`src/include/psr_defs.svh`:
```
// Register offsets, field positions, writable masks and reset values
// Assumes inclusion by bare name from design files
`ifndef PSR_DEFS_SVH
`define PSR_DEFS_SVH

`define PSR_OFS_PERIPH_RST  12'h044
`define PSR_OFS_PORT_RST    12'h048
`define PSR_OFS_CAP_B       12'h04c
`define PSR_OFS_CAP_D       12'h050

`define PSR_BIT_ASYNC0      0
`define PSR_BIT_ASYNC1      1
`define PSR_BIT_SYNC0       4
`define PSR_BIT_ENC0        8
`define PSR_BIT_CNT0        16
`define PSR_BIT_CNT1        17
`define PSR_BIT_CNT2        18
`define PSR_BIT_ACMP0       24

`define PSR_BIT_PORT_A      0
`define PSR_BIT_PORT_B      1
`define PSR_BIT_PORT_C      2
`define PSR_BIT_PORT_D      3
`define PSR_BIT_PORT_E      4

`define PSR_PERIPH_RW_MASK  32'h0107_0113
`define PSR_PORT_RW_MASK    32'h0000_001f
`define PSR_RESET_VAL       32'h0000_0000
`define PSR_CAP_B_DEFAULT   32'h0107_0113
`define PSR_CAP_D_DEFAULT   32'h0000_001f

`endif

```
`src/include/psr_pkg.sv`:
```
// Types shared by the soft reset register bank
// Assumes the defines header is compiled alongside
package psr_pkg;
   typedef logic [31:0] psr_word_t;
   typedef enum logic [1:0] {
      PSR_IDLE   = 2'b01,
      PSR_ACCESS = 2'b10
   } psr_phase_e;
endpackage : psr_pkg

```
`src/psr_apb_slave.sv`:
```
// APB slave front end: decodes one access, answers with zero wait states
// Assumes an APB master on the same clock
`timescale 1ns/1ps
`default_nettype none
module psr_apb_slave (
   // Clock and reset
   input  wire logic        i_core_clk,
   input  wire logic        i_nrst,
   // APB
   input  wire logic        i_psel,
   input  wire logic        i_penable,
   input  wire logic        i_pwrite,
   input  wire logic [11:0] i_paddr,
   // Decoded strobes
   output logic             o_wr_en,
   output logic             o_rd_en,
   output logic [11:0]      o_addr
);
   psr_pkg::psr_phase_e phase_q;

   // Phase tracking; writes only commit in an access phase after a setup
   always_ff @(posedge i_core_clk or negedge i_nrst) begin
      if (!i_nrst) begin
         phase_q <= psr_pkg::PSR_IDLE;
      end else if (i_psel && !i_penable) begin
         phase_q <= psr_pkg::PSR_ACCESS;
      end else begin
         phase_q <= psr_pkg::PSR_IDLE;
      end
   end

   assign o_wr_en = i_psel && i_penable && i_pwrite && (phase_q == psr_pkg::PSR_ACCESS);
   assign o_rd_en = i_psel && !i_penable && !i_pwrite;
   assign o_addr  = {i_paddr[11:2], 2'b00};
endmodule : psr_apb_slave
`default_nettype wire

```
`src/psr_mask_reg.sv`:
```
// One reset control register whose writes are gated by a capability mask
// Assumes write strobe from the APB decoder on the same clock
`timescale 1ns/1ps
`default_nettype none
`include "psr_defs.svh"
module psr_mask_reg #(
   parameter logic [31:0] RW_MASK = 32'h0000_0000
) (
   // Clock and reset
   input  wire logic        i_core_clk,
   input  wire logic        i_nrst,
   // Write side
   input  wire logic        i_we,
   input  wire logic [31:0] i_wdata,
   input  wire logic [31:0] i_cap,
   // Register value
   output logic [31:0]      o_val
);
   logic [31:0] val_q;
   logic [31:0] val_d;

   // Only implemented, non-reserved bits accept writes
   assign val_d = i_wdata & i_cap & RW_MASK;

   always_ff @(posedge i_core_clk or negedge i_nrst) begin
      if (!i_nrst) begin
         val_q <= `PSR_RESET_VAL;
      end else if (i_we) begin
         val_q <= val_d;
      end
   end

   assign o_val = val_q;
endmodule : psr_mask_reg
`default_nettype wire

```
`src/psr_top.sv`:
```
// Peripheral soft reset register bank on APB
// Assumes APB master on i_core_clk; unit resets consumed on the same clock
`timescale 1ns/1ps
`default_nettype none
`include "psr_defs.svh"

// Function
// - Writes to the peripheral reset register are ANDed with capability mask b.
// - Writes to the port reset register are ANDed with capability mask d.
// - Bit 4 of peripheral register resets sync serial zero, resets to 0.
// - Bit 1 of peripheral register resets async serial one, resets to 0.
// - Bit 0 of peripheral register resets async serial zero, resets to 0.
// - Port register bits 4..0 reset ports E..A, each resetting to 0.
// - Reserved bits are read-only zero; writes to them do nothing.
module psr_top (
   // Clock and reset
   input  wire logic        i_core_clk,
   input  wire logic        i_nrst,
   // APB
   input  wire logic        i_psel,
   input  wire logic        i_penable,
   input  wire logic        i_pwrite,
   input  wire logic [11:0] i_paddr,
   input  wire logic [31:0] i_pwdata,
   output logic [31:0]      o_prdata,
   output logic             o_pready,
   output logic             o_pslverr,
   // Unit resets, active high
   output logic             o_comparator_zero_reset,
   output logic             o_gp_counter_zero_reset,
   output logic             o_gp_counter_one_reset,
   output logic             o_gp_counter_two_reset,
   output logic             o_encoder_unit_reset,
   output logic             o_sync_serial_zero_reset,
   output logic             o_async_serial_one_reset,
   output logic             o_async_serial_zero_reset,
   output logic [4:0]       o_io_port_reset
);
   ////////////////////////////////////////////////////////////////////////////
   logic        wr_en;
   logic        rd_en;
   logic [11:0] addr;
   logic [31:0] periph_val;
   logic [31:0] port_val;
   logic [31:0] prdata_d;
   logic        hit;
   logic        wr_periph;
   logic        wr_port;
   logic        wr_cap_b;
   logic        wr_cap_d;
   logic        port_a_q;
   logic        port_b_q;
   logic        port_c_q;
   logic        port_d_q;
   logic        port_e_q;
   psr_pkg::psr_word_t capability_mask_b_q;
   psr_pkg::psr_word_t capability_mask_d_q;

   psr_apb_slave u_apb (
      .i_core_clk (i_core_clk),
      .i_nrst     (i_nrst),
      .i_psel     (i_psel),
      .i_penable  (i_penable),
      .i_pwrite   (i_pwrite),
      .i_paddr    (i_paddr),
      .o_wr_en    (wr_en),
      .o_rd_en    (rd_en),
      .o_addr     (addr)
   );

   // Write strobes, one per register
   assign wr_periph = wr_en && (addr == `PSR_OFS_PERIPH_RST);
   assign wr_port   = wr_en && (addr == `PSR_OFS_PORT_RST);
   assign wr_cap_b  = wr_en && (addr == `PSR_OFS_CAP_B);
   assign wr_cap_d  = wr_en && (addr == `PSR_OFS_CAP_D);

   ////////////////////////////////////////////////////////////////////////////
   // Capability masks, writable so software can describe the fitted units
   always_ff @(posedge i_core_clk or negedge i_nrst) begin
      if (!i_nrst) begin
         capability_mask_b_q <= `PSR_CAP_B_DEFAULT;
      end else if (wr_cap_b) begin
         capability_mask_b_q <= i_pwdata & `PSR_PERIPH_RW_MASK;
      end
   end

   always_ff @(posedge i_core_clk or negedge i_nrst) begin
      if (!i_nrst) begin
         capability_mask_d_q <= `PSR_CAP_D_DEFAULT;
      end else if (wr_cap_d) begin
         capability_mask_d_q <= i_pwdata & `PSR_PORT_RW_MASK;
      end
   end

   ////////////////////////////////////////////////////////////////////////////
   // Reset control registers
   psr_mask_reg #(.RW_MASK(`PSR_PERIPH_RW_MASK)) u_periph (
      .i_core_clk (i_core_clk),
      .i_nrst     (i_nrst),
      .i_we       (wr_periph),
      .i_wdata    (i_pwdata),
      .i_cap      (capability_mask_b_q),
      .o_val      (periph_val)
   );

   psr_mask_reg #(.RW_MASK(`PSR_PORT_RW_MASK)) u_port (
      .i_core_clk (i_core_clk),
      .i_nrst     (i_nrst),
      .i_we       (wr_port),
      .i_wdata    (i_pwdata),
      .i_cap      (capability_mask_d_q),
      .o_val      (port_val)
   );

   ////////////////////////////////////////////////////////////////////////////
   // Unit reset outputs follow register bits one cycle later
   // Analog comparator zero
   always_ff @(posedge i_core_clk or negedge i_nrst) begin
      if (!i_nrst) begin
         o_comparator_zero_reset <= 1'b0;
      end else begin
         o_comparator_zero_reset <= periph_val[`PSR_BIT_ACMP0];
      end
   end

   // Counter zero
   always_ff @(posedge i_core_clk or negedge i_nrst) begin
      if (!i_nrst) begin
         o_gp_counter_zero_reset <= 1'b0;
      end else begin
         o_gp_counter_zero_reset <= periph_val[`PSR_BIT_CNT0];
      end
   end

   // Counter one
   always_ff @(posedge i_core_clk or negedge i_nrst) begin
      if (!i_nrst) begin
         o_gp_counter_one_reset <= 1'b0;
      end else begin
         o_gp_counter_one_reset <= periph_val[`PSR_BIT_CNT1];
      end
   end

   // Counter two
   always_ff @(posedge i_core_clk or negedge i_nrst) begin
      if (!i_nrst) begin
         o_gp_counter_two_reset <= 1'b0;
      end else begin
         o_gp_counter_two_reset <= periph_val[`PSR_BIT_CNT2];
      end
   end

   // Encoder unit
   always_ff @(posedge i_core_clk or negedge i_nrst) begin
      if (!i_nrst) begin
         o_encoder_unit_reset <= 1'b0;
      end else begin
         o_encoder_unit_reset <= periph_val[`PSR_BIT_ENC0];
      end
   end

   // Sync serial zero
   always_ff @(posedge i_core_clk or negedge i_nrst) begin
      if (!i_nrst) begin
         o_sync_serial_zero_reset <= 1'b0;
      end else begin
         o_sync_serial_zero_reset <= periph_val[`PSR_BIT_SYNC0];
      end
   end

   // Async serial one
   always_ff @(posedge i_core_clk or negedge i_nrst) begin
      if (!i_nrst) begin
         o_async_serial_one_reset <= 1'b0;
      end else begin
         o_async_serial_one_reset <= periph_val[`PSR_BIT_ASYNC1];
      end
   end

   // Async serial zero
   always_ff @(posedge i_core_clk or negedge i_nrst) begin
      if (!i_nrst) begin
         o_async_serial_zero_reset <= 1'b0;
      end else begin
         o_async_serial_zero_reset <= periph_val[`PSR_BIT_ASYNC0];
      end
   end

   ////////////////////////////////////////////////////////////////////////////
   // Port resets, one flop per port
   always_ff @(posedge i_core_clk or negedge i_nrst) begin
      if (!i_nrst) begin
         port_a_q <= 1'b0;
      end else begin
         port_a_q <= port_val[`PSR_BIT_PORT_A];
      end
   end

   always_ff @(posedge i_core_clk or negedge i_nrst) begin
      if (!i_nrst) begin
         port_b_q <= 1'b0;
      end else begin
         port_b_q <= port_val[`PSR_BIT_PORT_B];
      end
   end

   always_ff @(posedge i_core_clk or negedge i_nrst) begin
      if (!i_nrst) begin
         port_c_q <= 1'b0;
      end else begin
         port_c_q <= port_val[`PSR_BIT_PORT_C];
      end
   end

   always_ff @(posedge i_core_clk or negedge i_nrst) begin
      if (!i_nrst) begin
         port_d_q <= 1'b0;
      end else begin
         port_d_q <= port_val[`PSR_BIT_PORT_D];
      end
   end

   always_ff @(posedge i_core_clk or negedge i_nrst) begin
      if (!i_nrst) begin
         port_e_q <= 1'b0;
      end else begin
         port_e_q <= port_val[`PSR_BIT_PORT_E];
      end
   end

   // Port E in the top bit down to port A in bit 0
   assign o_io_port_reset = {port_e_q, port_d_q, port_c_q, port_b_q, port_a_q};

   ////////////////////////////////////////////////////////////////////////////
   // Read mux; reserved bits are already zero in the stored values
   always_comb begin
      hit      = 1'b1;
      prdata_d = 32'h0000_0000;
      unique case (addr)
         `PSR_OFS_PERIPH_RST: prdata_d = periph_val;
         `PSR_OFS_PORT_RST:   prdata_d = port_val;
         `PSR_OFS_CAP_B:      prdata_d = capability_mask_b_q;
         `PSR_OFS_CAP_D:      prdata_d = capability_mask_d_q;
         default:             hit      = 1'b0;
      endcase
   end

   // Read data captured at setup, held through access phase
   always_ff @(posedge i_core_clk or negedge i_nrst) begin
      if (!i_nrst) begin
         o_prdata <= 32'h0000_0000;
      end else if (rd_en) begin
         o_prdata <= prdata_d;
      end
   end

   // Error flagged for unmapped addresses in the access phase
   always_ff @(posedge i_core_clk or negedge i_nrst) begin
      if (!i_nrst) begin
         o_pslverr <= 1'b0;
      end else begin
         o_pslverr <= i_psel && !i_penable && !hit;
      end
   end

   // Ready during every access phase, no wait states
   always_ff @(posedge i_core_clk or negedge i_nrst) begin
      if (!i_nrst) begin
         o_pready <= 1'b0;
      end else begin
         o_pready <= i_psel && !i_penable;
      end
   end
endmodule : psr_top
`default_nettype wire

```
`config.mk`:
```
export PLATFORM = sky130hd
export DESIGN_NAME = psr_top
export DESIGN_NICKNAME = d
export VERILOG_FILES = /design/src/include/psr_pkg.sv /design/src/psr_apb_slave.sv /design/src/psr_mask_reg.sv /design/src/psr_top.sv
export VERILOG_INCLUDE_DIRS = /design/src /design/src/include
export SDC_FILE = /design/constraint.sdc
export NUM_CORES = 1
export LEC_CHECK = 0
export ABC_CLOCK_PERIOD_IN_PS = 1900
export BUFFER_PORTS_ARGS = -buffer_cell sky130_fd_sc_hd__buf_2
export CORE_ASPECT_RATIO = 1.4
export CORE_MARGIN = 2
export CORE_UTILIZATION = 48
export DETAILED_ROUTE_END_ITERATION = 16
export PLACE_DENSITY = 0.8
export SLEW_MARGIN = 10
export SYNTH_ARGS = -nofsm -noshare
export SYNTH_HDL_FRONTEND = slang
export SYNTH_SLANG_ARGS = --single-unit
export TNS_END_PERCENT = 100
```
`constraint.sdc`:
```
create_clock -name i_core_clk -period 1.9 [get_ports i_core_clk]
set_clock_uncertainty 0.05 [all_clocks]
set_input_delay 0.095 -clock i_core_clk [delete_from_list [all_inputs] [get_ports i_core_clk]]
set_output_delay 0.095 -clock i_core_clk [all_outputs]
set_load 0.05 [all_outputs]
```
==> results.sh <==
export IMPL_status="complete, no violations"
export IMPL_finalHoldViolCount=0
export IMPL_rsz0062_at_grt="no"
export IMPL_startpoint_type="register"
export IMPL_setup_violations=0
export IMPL_fin_nets=307
export IMPL_hp_class="in2reg"
export IMPL_grt_pass1_vias=1496
export IMPL_critPathBufInv=1
export IMPL_drive_gt1_share_pct=38.6
export IMPL_required_ps=2090
export IMPL_drtIter0Drc=35
export IMPL_grt_pass1_wl_um=6930
export IMPL_dpl_hpwl_um=3010
export IMPL_period_share_pct=91.5
export IMPL_cts_buffer_depth=2
export IMPL_cts_tree="done"
export IMPL_max_clock_freq_mhz=575
export IMPL_design_core_area_mm2=0.00480
export IMPL_wl_met3_um=238
export IMPL_crit_path_end_kind="register"
export IMPL_synth_flop_cell="dfrtp_1"
export IMPL_cts_buffers=5
export IMPL_fin_tns_setup_ps=0
export IMPL_antenna_found_initial=0
export IMPL_initial_core_util_pct=49.1
export IMPL_finalMaxSlewViolations=0
export IMPL_multi_input_area_um2=851
export IMPL_clockRootBuffer="clkbuf_8"
export IMPL_drt_vias_per_instance=4.76
export IMPL_grt_start_max_net_pins=53
export IMPL_synth_top_cell_area_share_pct=40.3
export IMPL_clkTransAtPathRegs_ps=100
export IMPL_dr_wl_met2_um=2230
export IMPL_grt_overflow=0
export IMPL_vias=1538
export IMPL_crit_path_cell_trace="nor2b_1, nand4_1, nor3_4, buf_4, mux2_2"
export IMPL_syn_avg_cell_area_um2=12.0
export IMPL_antenna_cells=0
export IMPL_final_min_clock_period_ps=1740
export IMPL_synth_cells=196
export IMPL_synthTopCellsByArea="dfrtp_1 40%, dfstp_2 16%, mux2i_1 8.9%"
export IMPL_yosysMostFrequentCell="dfrtp_1"
export IMPL_die_area_mm2=0.00550
export IMPL_ys_seq_elements=52
export IMPL_final_antenna_net_count=0
export IMPL_io_buffers=49
export IMPL_gp_congestion=0.764
export IMPL_cts_htree_levels=2
export IMPL_die_y_um=87.0
export IMPL_synth_edf_count=0
export IMPL_yosysWarnings=0
export IMPL_synth_async_reset_ratio_pct=100
export IMPL_io_pins=96
export IMPL_drt_met1_wl_um=1740
export IMPL_first_pass_iters=6
export IMPL_drc_errors=0
export IMPL_wl_per_cell_um=13.3
export IMPL_worst_path_max_fanout=8
export IMPL_maxCapViolations=0
export IMPL_synth_area_mm2=0.00236
export IMPL_ir_drop_mv=0.457
export IMPL_p_per_area_mw_per_mm2=756
export IMPL_regArea_mm2=0.00132
export IMPL_clock_latency_ps=310
export IMPL_wl_um=4310
export IMPL_fillCellCount=416
export IMPL_p_total_w=0.00214
export IMPL_synthTopCellsByCount="38 x dfrtp_1, 27 x buf_4, 21 x mux2i_1"
export IMPL_synthDistinctLibCells=29
export IMPL_rows=30
export IMPL_path_delay_family="simple AND/OR/NAND/NOR gates"
export IMPL_die_x_um=63.3
export IMPL_ys_seq_area_share_pct=55.9
export IMPL_top_layer="met4"
export IMPL_arrival_ps=1930
export IMPL_area_growth_syn_to_layout_pct=19.9
export IMPL_clock_sinks=52
export IMPL_p_leak_nw=1.32
export IMPL_slowest_delay_ps=370
export IMPL_crit_slowest_cell="dfstp_2"
export IMPL_yosysTopAreaCell="dfrtp_1"
export IMPL_grt_usage_pct=16.8
export IMPL_cts_resized_gates=0
export IMPL_critPathKind="reg2reg"
[what timing repair did]
action,in CTS,in global routing
buffers inserted,0,0
hold endpoints to repair,67,0
hold buffers,9,0
[report_power, final]
part	leakage [nW]	total [W]	internal (W)	switching [W]
combinational	0.727	0.000233	0.0000579	0.000175
clock	0.0614	0.000792	0.000431	0.000361
sequential	0.536	0.00111	0.00111	0.00000127
[flip-flops by register name, summed over array words and instances (netlist names), 5 cells and up]
register	count
capability_mask_d_q	5
capability_mask_b_q	8
u_port.o_val	5
u_periph.o_val	8
o_prdata	10
[metal layers]
metal | vias to the layer above | global-route usage [%]
met4 | 0 | 7.71
met1 | 738 | 19.6
met3 | 8 | 4.27
met5 | - | 0
met2 | 55 | 29.1
li1 | 737 | -
[path summary, 6_finish.rpt]
path                               startpoint                       to  cells past startpoint  slack (ps)
max in group asynchronous              i_nrst  capability_mask_b_q[16]                      3        1270
min reg2reg                u_periph.o_val[24]  o_comparator_zero_reset                      0         350
min                                 i_penable         u_apb.phase_q[0]                      2          10
max reg2reg                  u_apb.phase_q[0]   capability_mask_b_q[4]                      5         160
max                          u_apb.phase_q[0]   capability_mask_b_q[4]                      5         160
min in group asynchronous              i_nrst                 port_e_q                      3         240
[cells by family (layout without fill, tap and decap cells)]
family	count (synthesis)	count (layout)	share of synthesized area [%]
buffers and inverters	46	88	11.7
AOI/OAI and AO/OA	21	21	6.15
and+or+nand+nor	42	42	11.0
DFF	52	52	55.9
other	1	22	0.159
muxes	34	34	15.1
[metrics by stage]
stage                     worst slack (ps)  instance area, um2  utilization (%)  std cells  hold slack (ps)
after global routing                  11.4                2830             58.9        323             12.6
final                                  161                2830             58.9        323             14.0
after global placement                 205                2620             54.5        306             49.1
after CTS                              129                2830             58.9        323             10.3
after floorplan                       44.1                2450                -        217             -251
after detailed placement               146                2620             54.5        306             55.8
[worst register-to-register path: stages, from the launching register on]
cell and delay [ps]:
dfstp_2 370, nor2b_1 100, nand4_1 350, nor3_4 230
buf_4 210, mux2_2 350
[placed cells by master (no fill, tap or decap), types with 4 or more instances in the layout]
master and n:
mux2_2 13, o21ai_0 5, nand2_1 19, dlygate4sd3_1 9
nand2b_1 4, mux2i_1 21, a22oi_1 5, nor2b_1 5
conb_1 22, dfstp_2 14, dfrtp_1 37, a22o_1 5
inv_1 15, clkbuf_8 6, buf_4 6, buf_2 49
[area by class of cell]
type	count	area share, %
timing repair buffer	65	14.2
sequential	52	46.7
multi-input combinational	119	30.1
inverter	15	1.99
clock inverter	2	1.37
clock buffer	6	2.92
tap	64	2.83
Note: power is estimated with default switching activity, not from simulation.
